File: src/rtl/isc_pkg.sv
// Package for the interrupt status collector: register map, bit positions and timing.
// Assumes a 32-bit APB register bus and a single 50 MHz system clock.
package isc_pkg;
	localparam logic [11:0] ADDR_INT_STATUS = 12'h00C;   // Interrupt status register byte offset.
	localparam logic [11:0] ADDR_SRC_CTRL   = 12'h010;   // Energy saving enable and MAC reset request.
	localparam logic [11:0] ADDR_SRC_STATUS = 12'h014;   // Live source and MAC reset state.
	localparam int          BIT_RX_IDLE     = 24;        // Receive idle entry flag.
	localparam int          BIT_MAC_RTO     = 23;        // MAC reset timeout flag.
	localparam int          BIT_RX_OVF      = 22;        // Receive FIFO overflow flag.
	localparam int          BIT_TX_ERR      = 21;        // Transmit error flag.
	localparam int          BIT_USB_EVT     = 20;        // USB event flag.
	localparam int          BIT_TX_STOP     = 19;        // Transmit stopped flag.
	localparam int          BIT_RX_STOP     = 18;        // Receive stopped flag.
	localparam int          BIT_PHY_EVT     = 17;        // PHY event flag.
	localparam int          BIT_DP_DONE     = 16;        // Data port done flag.
	localparam int          BIT_MAC_FAULT   = 15;        // MAC fault flag.
	localparam int          BIT_UTX_WAIT    = 12;        // USB transmit frame waiting.
	localparam int          CTRL_ENERGY     = 0;         // Control bit: energy saving enable.
	localparam int          CTRL_MAC_RST    = 1;         // Control bit: MAC reset request.
	localparam int          GPIO_COUNT      = 12;        // Number of pin event flags.
	localparam logic [31:0] STATUS_MASK     = 32'h01FF9FFF; // Implemented status bits.
	localparam logic [31:0] RESET_ZERO      = 32'h00000000; // Reset value of latched bits.
	localparam int          CLK_HZ          = 50000000;  // System clock rate.
	localparam int          WDOG_MS         = 8;         // MAC reset watchdog time in ms.
	localparam int          WDOG_CYCLES     = (CLK_HZ / 1000) * WDOG_MS; // Longest time, rounded down.
	typedef enum logic [2:0]
	{
		ISC_RST_IDLE = 3'b001,
		ISC_RST_WAIT = 3'b010,
		ISC_RST_DONE = 3'b100
	} isc_rst_e;
endpackage

File: src/rtl/interrupt_status_collector.sv
// Interrupt status collector: bits 24 to 0 of the device interrupt status register, behind APB.
// Assumes pulse sources are one clock wide and synchronous; pins and the PHY line are asynchronous.
//
// What this block does
// RULE_01 - Set bit 24 on receive idle entry.
// RULE_02 - Hold bit 24 low while energy saving off.
// RULE_03 - Pulse bits latch until software clears them.
// RULE_04 - Level bits stay set while source active.
// RULE_05 - 8 ms MAC reset watchdog sets bit 23.
// RULE_06 - Watchdog expiry releases MAC reset without clocks.
// RULE_07 - Bit 22 set on write to full FIFO.
// RULE_08 - Discard receive data while overflow flag set.
// RULE_09 - Bit 21 follows transmitter error level.
// RULE_10 - Bit 20 held until USB events cleared.
// RULE_11 - Bit 19 held while transmit disabled.
// RULE_12 - Bit 18 held while receive disabled.
// RULE_13 - Bit 17 reflects PHY interrupt line.
// RULE_14 - Bit 16 set on data port completion.
// RULE_15 - Bit 15 held while MAC faults remain.
// RULE_16 - Bit 12 shows USB frame waiting.
// RULE_17 - Twelve pin flags, reset follows pin state.
// RULE_18 - Clearing pin flag clears its wake event.
// RULE_19 - Status register is 32 bits at 0x00C.
// RULE_20 - Reserved bits 14, 13 read zero.
`timescale 1ns/1ps
`default_nettype none
module interrupt_status_collector
	import isc_pkg::*;
#(
	parameter int WDOG_LIMIT = WDOG_CYCLES                // Watchdog length in cycles.
)
(
	input  wire logic                  clk_sys,          // System clock, 50 MHz.
	input  wire logic                  rst_n,            // Synchronous reset, active low.
	input  wire logic                  clkEn,            // Clock enable; low freezes all state.
	input  wire logic                  psel,             // APB select.
	input  wire logic                  penable,          // APB enable.
	input  wire logic                  pwrite,           // APB write.
	input  wire logic [11:0]           paddr,            // APB byte address.
	input  wire logic [31:0]           pwdata,           // APB write data.
	output logic                       pready,           // APB ready.
	output logic [31:0]                prdata,           // APB read data.
	output logic                       pslverr,          // APB error for unmapped address.
	input  wire logic                  rxIdleEntry,      // Pulse: receiver entered low power idle.
	input  wire logic                  phyClocksOk,      // Level: PHY clocks seen by MAC.
	output logic                       macResetActive,   // MAC reset held.
	input  wire logic                  rxFifoFull,       // Level: receive FIFO full.
	input  wire logic                  rxWriteReq,       // Receive logic write attempt.
	output logic                       rxWriteEn,        // Write allowed into FIFO.
	input  wire logic                  txError,          // Level: transmitter error.
	input  wire logic                  usbEventAny,      // Level: USB status event pending.
	input  wire logic                  txFifoStopped,    // Level: transmit FIFO disabled.
	input  wire logic                  macTxStopped,     // Level: MAC transmitter disabled.
	input  wire logic                  rxFifoStopped,    // Level: receive FIFO disabled.
	input  wire logic                  macRxStopped,     // Level: MAC receiver disabled.
	input  wire logic                  phyIrqPin,        // Asynchronous PHY interrupt line.
	input  wire logic                  dataPortDone,     // Pulse: data port operation done.
	input  wire logic                  macFaultAny,      // Level: any MAC fault bit set.
	input  wire logic                  usbTxFrameWaiting,// Level: USB TX FIFO has a frame.
	input  wire logic [GPIO_COUNT-1:0] gpioPins,         // Asynchronous GPIO event levels.
	output logic [GPIO_COUNT-1:0]      wakeClear,        // Pulse: clear matching wake event.
	output logic                       energySavingEn    // Energy saving enable control.
);
	// Two-flop synchronisers for the pin-sourced levels; first stage feeds only the second.
	logic [GPIO_COUNT:0] syncMeta;                       // First stage.
	logic [GPIO_COUNT:0] syncLive;                       // Second stage, safe to read.
	logic [31:0]         latched;                        // Sticky status bits.
	logic [31:0]         levels;                         // Live level sources in position.
	logic [31:0]         statusView;                     // Value software sees.
	logic [31:0]         clearMask;                      // Write-one-to-clear mask this cycle.
	logic                macResetReq;                    // Software MAC reset request.
	logic                rstPending;                     // High for the whole ISC_RST_WAIT state; holds the MAC reset.
	logic                wdogExpire;                     // Watchdog expired this cycle.
	logic                gpioSeeded;                     // Pin flags loaded after reset.
	logic [31:0]         wdogCount;                      // Watchdog counter.
	isc_rst_e            rstState;                       // MAC reset state.
	isc_rst_e            next_rstState;                  // Next MAC reset state.
	logic                apbWrite;                       // Write access phase.
	logic                apbRead;                        // Read access phase.

	// Decode a byte address against the implemented registers.
	function automatic logic isMapped(input logic [11:0] a);
		isMapped = (a == ADDR_INT_STATUS) || (a == ADDR_SRC_CTRL) || (a == ADDR_SRC_STATUS);
	endfunction

	assign apbWrite = psel && penable && pwrite;
	assign apbRead  = psel && penable && !pwrite;
	// Zero-wait slave: ready in every access phase.
	// Limitation: ready ignores clkEn, so a transfer made while the enable is low ends on the bus
	// but changes no register; a master holds off while the enable is low.
	assign pready  = 1'b1;
	assign pslverr = psel && penable && !isMapped(paddr);

	// Synchronise PHY line and GPIO pins before any logic looks at them.
	// Trade-off: two cycles of latency on these flags buy freedom from metastability.
	always_ff @(posedge clk_sys)
	begin
		if (!rst_n)
		begin
			syncMeta <= '0;
			syncLive <= '0;
		end
		else if (clkEn)
		begin
			syncMeta <= {phyIrqPin, gpioPins};
			syncLive <= syncMeta;
		end
	end

	// Software clear mask: writes to the status word only, reserved bits ignored.
	assign clearMask = (apbWrite && paddr == ADDR_INT_STATUS) ? (pwdata & STATUS_MASK) : RESET_ZERO; // [RULE_20]

	// Level sources mapped into their bit positions.
	// Bit 22 enters here too: it is latched like any level and then held by the sticky path.
	always_comb
	begin
		levels                = RESET_ZERO;
		levels[BIT_TX_ERR]    = txError;                          // [RULE_09]
		levels[BIT_USB_EVT]   = usbEventAny;                      // [RULE_10]
		levels[BIT_TX_STOP]   = txFifoStopped || macTxStopped;    // [RULE_11]
		levels[BIT_RX_STOP]   = rxFifoStopped || macRxStopped;    // [RULE_12]
		levels[BIT_PHY_EVT]   = syncLive[GPIO_COUNT];             // [RULE_13]
		levels[BIT_MAC_FAULT] = macFaultAny;                      // [RULE_15]
		levels[BIT_RX_OVF]    = rxWriteReq && rxFifoFull;         // [RULE_07]
		levels[GPIO_COUNT-1:0] = syncLive[GPIO_COUNT-1:0];        // [RULE_17]
	end

	// Sticky bits: a set in the same cycle as a clear wins, and live levels re-assert at once.
	always_ff @(posedge clk_sys)
	begin
		if (!rst_n)
		begin
			latched <= RESET_ZERO;
		end
		else if (clkEn)
		begin
			latched <= (latched & ~clearMask) | levels;           // [RULE_04]
			latched[BIT_RX_IDLE] <= energySavingEn &&
				((latched[BIT_RX_IDLE] && !clearMask[BIT_RX_IDLE]) || rxIdleEntry); // [RULE_01] [RULE_02] [RULE_03]
			latched[BIT_MAC_RTO] <= (latched[BIT_MAC_RTO] && !clearMask[BIT_MAC_RTO]) || wdogExpire; // [RULE_05]
			latched[BIT_DP_DONE] <= (latched[BIT_DP_DONE] && !clearMask[BIT_DP_DONE]) || dataPortDone; // [RULE_14]
			latched[BIT_UTX_WAIT] <= usbTxFrameWaiting;          // [RULE_16]
			if (!gpioSeeded)
			begin
				// Pin flags are loaded from the synchroniser on the first two edges, before it has filled.
				latched[GPIO_COUNT-1:0] <= syncLive[GPIO_COUNT-1:0]; // [RULE_17]
			end
		end
	end

	// The pin seed is last taken two edges after reset release, before the synchroniser holds real pin levels.
	// Pin flags read as zero until the third enabled edge after reset, so software waits.
	logic [1:0] seedCount;                                  // Counts synchroniser fill.
	always_ff @(posedge clk_sys)
	begin
		if (!rst_n)
		begin
			seedCount  <= 2'h0;
			gpioSeeded <= 1'b0;
		end
		else if (clkEn && !gpioSeeded)
		begin
			seedCount  <= seedCount + 2'h1;
			gpioSeeded <= (seedCount == 2'h1);
		end
	end

	// Software clear of a pin flag also clears the matching wake event.
	// The pulse goes out even when the flag was clear; an extra wake clear is harmless.
	always_ff @(posedge clk_sys)
	begin
		if (!rst_n)
		begin
			wakeClear <= '0;
		end
		else if (clkEn)
		begin
			wakeClear <= clearMask[GPIO_COUNT-1:0];              // [RULE_18]
		end
	end

	// Receive data is dropped while overflow is flagged, and whenever the FIFO is full.
	// Dropping on full as well costs nothing: the FIFO could not take the word anyway.
	assign rxWriteEn = rxWriteReq && !rxFifoFull && !latched[BIT_RX_OVF]; // [RULE_08]

	// Control register: energy saving enable and a MAC reset request pulse.
	// The reset request reads back as one only in the cycle after the write.
	always_ff @(posedge clk_sys)
	begin
		if (!rst_n)
		begin
			energySavingEn <= 1'b0;
			macResetReq    <= 1'b0;
		end
		else if (clkEn)
		begin
			macResetReq <= 1'b0;
			if (apbWrite && paddr == ADDR_SRC_CTRL)
			begin
				energySavingEn <= pwdata[CTRL_ENERGY];
				macResetReq    <= pwdata[CTRL_MAC_RST];
			end
		end
	end

	// MAC reset sequencer: waits for PHY clocks or the watchdog, whichever comes first.
	// The watchdog length is rounded down to whole cycles of the system clock.
	always_comb
	begin
		next_rstState = rstState;
		case (rstState)
			ISC_RST_IDLE: if (macResetReq) next_rstState = ISC_RST_WAIT;
			ISC_RST_WAIT:
				if (phyClocksOk || wdogExpire) next_rstState = ISC_RST_DONE;  // [RULE_06]
			ISC_RST_DONE: next_rstState = ISC_RST_IDLE;
			default:      next_rstState = ISC_RST_IDLE;
		endcase
	end
	assign rstPending     = (rstState == ISC_RST_WAIT);
	assign wdogExpire     = rstPending && (wdogCount == WDOG_LIMIT - 1);  // [RULE_05]
	// Release is a plain gate on state, so it needs no PHY-supplied clock edge.
	assign macResetActive = rstPending;                                   // [RULE_06]

	// State register and watchdog counter.
	always_ff @(posedge clk_sys)
	begin
		if (!rst_n)
		begin
			rstState  <= ISC_RST_IDLE;
			wdogCount <= 32'h00000000;
		end
		else if (clkEn)
		begin
			rstState  <= next_rstState;
			wdogCount <= rstPending ? wdogCount + 32'h00000001 : 32'h00000000;
		end
	end

	// Read view: status word with reserved bits forced low.
	assign statusView = latched & STATUS_MASK;               // [RULE_19] [RULE_20]

	// Read data register, loaded in the setup phase so that it stands through the access phase.
	// A read whose setup edge falls while the enable is low returns the previous data.
	always_ff @(posedge clk_sys)
	begin
		if (!rst_n)
		begin
			prdata <= 32'h00000000;
		end
		else if (clkEn && psel && !penable && !pwrite)
		begin
			case (paddr)
				ADDR_INT_STATUS: prdata <= statusView;
				ADDR_SRC_CTRL:   prdata <= {30'h0, macResetReq, energySavingEn};
				ADDR_SRC_STATUS: prdata <= {29'h0, rxFifoFull, phyClocksOk, macResetActive};
				default:         prdata <= 32'h00000000;
			endcase
		end
	end
endmodule
`default_nettype wire

File: config.mk
export PLATFORM = sky130hd
export DESIGN_NAME = interrupt_status_collector
export DESIGN_NICKNAME = d
export VERILOG_FILES = /design/src/rtl/isc_pkg.sv /design/src/rtl/interrupt_status_collector.sv
export SDC_FILE = /design/constraint.sdc
export NUM_CORES = 1
export LEC_CHECK = 0
export BUFFER_PORTS_ARGS = -buffer_cell sky130_fd_sc_hd__clkbuf_2
export CAP_MARGIN = 15
export CORE_AREA = 5 5 118 120
export CTS_CLUSTER_SIZE = 25
export DETAILED_ROUTE_END_ITERATION = 8
export DIE_AREA = 0 0 123 125
export GPL_TIMING_DRIVEN = 0
export PLACE_DENSITY = 0.64
export RECOVER_POWER = 25
export SYNTH_ARGS = -nofsm -noshare
export SYNTH_HDL_FRONTEND = slang
export SYNTH_SLANG_ARGS = --single-unit
File: constraint.sdc
create_clock -name clk_sys -period 2.42 [get_ports clk_sys]
set_input_delay 0.242 -clock clk_sys [delete_from_list [all_inputs] [get_ports clk_sys]]
set_output_delay 0.242 -clock clk_sys [all_outputs]
set_load 0.01 [all_outputs]
==> reports/metrics.csv, run 1 <==
metric,value,unit
max_stage_delay,0.40,ns
drive_above_1_share,17.4,%
crit_chain,clkbuf_2 > nor3_1 > and4_1 > clkbuf_1 > buf_2 > and4b_1 > clkbuf_2,
grt_max_degree,17,
clockBufferDepth,2,
synth.top_cells.by_area,"dfxtp_1 47%, mux2i_1 5.6%, a21boi_0 4.9%",
async_flop_share,0,%
antenna_found_initial,0,
period_share,88.9,%
cp_common_cell,clkbuf_2,
seq_area_frac_synth,46.7,%
tritoncts,yes,
dr.first_iter.drc_count,345,
ys_types,47,
fillers,1202,
outcome,"finished, final reports clean",
numClockSinks,124,
cp-end-kind,output port,
fmax,465,MHz
first_pass_iters,5,
critical_path.max_fanout,10,
worst_slack,0.268,ns
placed_cells,867,
cts.hold.buffers_added,0,
crit_type,in2out,
antenna_cells,0,
power.leakage,2.49,nW
drv_slew,0,
yosys.area.top_type,dfxtp_1,
synthesis.area,5320,sq um
wl_per_cell,15.7,um
grt_pass1_vias,4449,
grt_pass1_wl,22.3,mm
final_cells,899,
cts_htree_levels,4,
power.total,4.75,mW
crit_slowest_cell,nor3_1,
hpwl,10.5,mm
numCtsBuffers,17,
synth_seq_cells,124,
dpl_cell_area,6090,sq um
critPathBufInv,4,
nets,788,
top_layer,met4,
rows,42,
root_buffer,clkbuf_16,
synth_edf_count,0,
post_cts_resize_count,0,
clock_skew,0.00652,ns
ir_drop,463,uV
wl_met1,6.22,mm
period_minus_slack,2.15,ns
grt_usage,18.4,%
rsz0062_at_grt,false,
die_x,123,um
wirelength,14.1,mm
routed_via_density,5.28,
portBuffers,104,
area_growth,24.2,%
layout_common_cells,"124 x dfxtp_1, 71 x clkbuf_1, 67 x clkbuf_2",
setup_violations,0,
overflow,0,
worst_ep_arrival_time,1.91,ns
dieArea,15400,sq um
layout_commonest_cell,dfxtp_1,
maxSlewHeadroom,53.9,%
insertion_delay,0.42,ns
critPathLaunchType,input pin,
core_area,12900,sq um
synth_warnings,0,
avgSynthCellArea,9.18,sq um
start_util,41.3,%
synth.top_cell.area_share,46.7,%
final_area,6600,sq um
route.met3.wl,1.02,mm
fp.dieH,125,um
ios,125,
synthCells,579,
antenna_left,0,
place_congestion,0.841,
pwr_density_cell,720,nW/um^2
post_cts_buffers,0,
clk_pin_slew,0.05,ns
met2_length,6.59,mm
synth_ff_type,dfxtp_1,
max_cap_viol_count,0,
post-place-ws,0.236,ns
tightest_slew,0.692,ns
hold_viol_final,0,
vias,4749,
setup_tns,0,ns
drc,0,
holdCritPathClass,in2reg,
crit_required,2.18,ns
cp_top_family,simple AND/OR/NAND/NOR gates,
==> routing by layer <==
metal	GRT usage (%)	up-vias
li1	-	2338
met1	23.6	2209
met2	29.3	173
met3	5.51	29
met4	6.32	0
met5	0	-
==> cell families after synthesis <==
| group | after synthesis | synth area share (%) |
|---|---|---|
| simple gates | 237 | 24.5 |
| flops | 124 | 46.7 |
| xor+xnor | 14 | 2.31 |
| compound gates | 111 | 14.8 |
| mux | 32 | 6.07 |
| buf+inv | 57 | 5.01 |
| other cells | 2 | 0.141 |
| fa+ha+maj | 2 | 0.471 |
==> per-stage QoR <==
step | utilization [%] | hold slack (ns)
floorplan | - | 0.384
global placement | 47.3 | 0.453
detailed placement | 47.3 | 0.457
CTS | 51.6 | 0.0505
global route | 51.3 | 0.0541
finish | 51.3 | 0.0645
==> power breakdown <==
part	leakage [nW]	total, mW	switching, mW	internal (mW)
Combinational	1.20	0.281	0.151	0.130
Clock	0.283	2.36	0.851	1.50
Sequential	1.01	2.11	0.0272	2.09
Total	2.49	4.75	1.03	3.72
==> synthesized netlist by cell type, drive strengths merged (2+ instances only) <==
library cell	instances
dfxtp	124
nand2	59
nand3	42
a21boi	35
clkbuf	30
mux2i	30
nor2b	30
a21oi	20
nand4	19
nor2	19
buf	17
o21ai	15
or4	14
a32o	13
or3	12
nor4	10
xnor2	10
inv	9
o31ai	9
nor3	7
a31o	6
a31oi	6
and3	5
and2	4
nand2b	4
xor2	4
and4	3
and4b	2
conb	2
ha	2
mux2	2
nand3b	2
nor3b	2
o211a	2
o21a	2
==> registers in the layout, indices dropped and copies added (netlist names) <==
signal / cells
wakeClear: 12
gpioSeeded: 1
energySavingEn: 1
syncMeta: 13
macResetReq: 1
syncLive: 13
seedCount: 2
latched: 23
rstState: 3
prdata: 23
wdogCount: 32
==> worst paths after layout <==
kind	to	slack [ns]	from	cells after the start
max	pslverr	0.27	paddr[7]	7
min	latched[16]	0.06	dataPortDone	2
max reg2reg	wdogCount[22]	0.30	wdogCount[0]	7
min reg2reg	prdata[6]	0.46	prdata[6]	2
==> area by class of cell <==
cell class,instances,area [sq um],share of cell area [%]
plain buffers,47,228,3.45
clock buffers,24,492,7.45
clock inverters,8,65.1,0.985
inverters,10,37.5,0.568
multi-input cells,406,2610,39.4
flip-flops and latches,124,2480,37.6
well taps,176,220,3.33
repair buffers,104,474,7.18
No activity file was read; power rests on OpenSTA's default activity.
==> inputs of run 2 (changes only) <==
- CELL_PAD_IN_SITES_DETAIL_PLACEMENT: default -> 0
- CELL_PAD_IN_SITES_GLOBAL_PLACEMENT: default -> 1
- CORE_AREA: 5 5 118 120 -> 5 5 122 124
- DIE_AREA: 0 0 123 125 -> 0 0 127 129
- GPL_TIMING_DRIVEN: 0 -> default
- PLACE_DENSITY: 0.64 -> 0.77
==> run 2 against run 1 <==
  * Die area is 6.6% higher
  * Cell area fell by 0.72%
  * Clock skew is 0.00075 ns higher
  * Fmax is 2.6% higher
  * Global-route usage is 2.3 points lower
  * Worst hold slack better by 0.00051 ns
  * Flip-flop and latch count unchanged
  * Setup slack gained 0.055 ns
  * Largest cell class unchanged
  * Largest power group unchanged
==> reports/metrics.csv, run 2 (synthesis gave the netlist of run 1 again) <==
metric,value,unit,change
fp.dieH,129,um,+3.2%
max_stage_delay,0.58,ns,+0.18 ns
antenna_found_initial,0,,unchanged
hpwl,9.30,mm,-12%
first_pass_iters,4,,-1
pwr_density_cell,751,nW/um^2,+4.3%
period_minus_slack,2.10,ns,-0.0547 ns
top_layer,met4,,
dr.first_iter.drc_count,324,,-6.1%
maxSlewHeadroom,31.0,%,-23 points
clockBufferDepth,2,,unchanged
wl_met1,6.02,mm,-3.2%
vias,4505,,-5.1%
cts.hold.buffers_added,0,,unchanged
rows,43,,+2.4%
portBuffers,104,,unchanged
tritoncts,yes,,
clk_pin_slew,0.05,ns,about the same
critPathLaunchType,flop,,
setup_violations,0,,unchanged
clock_skew,0.00727,ns,+0.000749 ns
antenna_left,0,,unchanged
routed_via_density,5.18,,-1.9%
drive_above_1_share,21.6,%,+4.2 points
hold_viol_final,0,,unchanged
antenna_cells,0,,unchanged
ios,125,,unchanged
die_x,127,um,+3.3%
met2_length,6.14,mm,-6.7%
power.leakage,2.54,nW,+2.1%
fmax,477,MHz,+2.6%
drv_slew,0,,unchanged
critical_path.max_fanout,16,,+6
layout_common_cells,"124 x dfxtp_1, 94 x clkbuf_2, 59 x nand2_1",,
reg.largest.list,"wdogCount (32), latched (23), prdata (23)",,
final_core_util,48.0,%,-3.3 points
numClockSinks,124,,unchanged
root_buffer,clkbuf_16,,
ir_drop,440,uV,-4.8%
cts_htree_levels,4,,unchanged
route.met3.wl,725,um,-29%
holdCritPathClass,in2reg,,
crit_chain,ha_1 > nand3_1 > or3_1 > or4_1 > a21oi_1,,
rsz0062_at_grt,false,,
wl_per_cell,15.0,um,-4.2%
overflow,0,,unchanged
outcome,"finished, final reports clean",,
grt_pass1_vias,4215,,-5.3%
tightest_slew,1.04,ns,+0.344 ns
post_cts_buffers,0,,unchanged
setup_tns,0,ns,unchanged
period_share,86.7,%,-2.3 points
crit_slowest_cell,or4_1,,
drc,0,,unchanged
wirelength,13.1,mm,-7.4%
grt_usage,16.0,%,-2.3 points
top_register,wdogCount,,
worst_ep_arrival_time,2.44,ns,+0.53 ns
grt_max_degree,49,,+32
grt_pass1_wl,21.0,mm,-5.7%
dieArea,16400,sq um,+6.6%
area_growth,23.3,%,
nets,754,,-4.3%
start_util,38.9,%,-2.4 points
largest_reg_flops,32,,unchanged
core_area,13700,sq um,+6.1%
max_cap_viol_count,0,,unchanged
crit_required,2.77,ns,+0.59 ns
numCtsBuffers,17,,unchanged
cp-end-kind,flop,,
layout_commonest_cell,dfxtp_1,,
place_congestion,0.804,,-4.4%
insertion_delay,0.41,ns,about the same
post_cts_resize_count,0,,unchanged
critPathBufInv,0,,-4
crit_type,reg2reg,,
cp_top_family,simple AND/OR/NAND/NOR gates,,
run 2: per-stage QoR:
| step | hold WS (ns) | instance area [sq um] | worst slack [ns] | total power [mW] | cells |
|---|---|---|---|---|---|
| final | 0.0650 | 6560 | 0.322 | 4.92 | 869 |
| after global routing | 0.0545 | 6560 | 0.179 | 5.11 | 869 |
| after CTS | 0.0477 | 6580 | 0.331 | 4.99 | 869 |
| after detailed placement | 0.458 | 5970 | 0.360 | 2.42 | 837 |
| after global placement | 0.449 | 5970 | 0.398 | 2.41 | 837 |
| after floorplan | 0.384 | 5350 | 0.546 | 2.32 | 587 |
run 2: worst paths after layout:
check,startpoint,endpoint,slack (ns),cells past startpoint
max,wdogCount[0],wdogCount[28],0.32,5
min,macFaultAny,latched[15],0.06,2
max reg2reg,wdogCount[0],wdogCount[28],0.32,5
min reg2reg,prdata[1],prdata[1],0.46,2
run 2: layout make-up:
type                            instances  area [sq um]
Inverter                               10          37.5
Clock inverter                          6          80.1
Tap cell                              180           225
Timing Repair Buffer                  117           598
Fill cell                            1320          7110
Multi-Input combinational cell        406          2600
Sequential cell                       124          2480
Clock buffer                           26           529
run 2: worst register-to-register path, stage by stage (launching register included):
cell and delay [ns]:
dfxtp_1 0.39, ha_1 0.25, nand3_1 0.11, or3_1 0.56, or4_1 0.58, a21oi_1 0.14
run 2: power breakdown:
| group | switching [mW] | internal, mW |
|---|---|---|
| combinational | 0.137 | 0.120 |
| sequential | 0.0272 | 2.09 |
| clock | 0.851 | 1.70 |
| total | 1.02 | 3.91 |
run 2: metal layers:
| layer | global-route usage [%] | vias to the layer above |
|---|---|---|
| met5 | 0 | - |
| met4 | 5.49 | 0 |
| met3 | 5.11 | 16 |
| met2 | 25.5 | 104 |
| met1 | 20.7 | 2107 |
| li1 | - | 2278 |
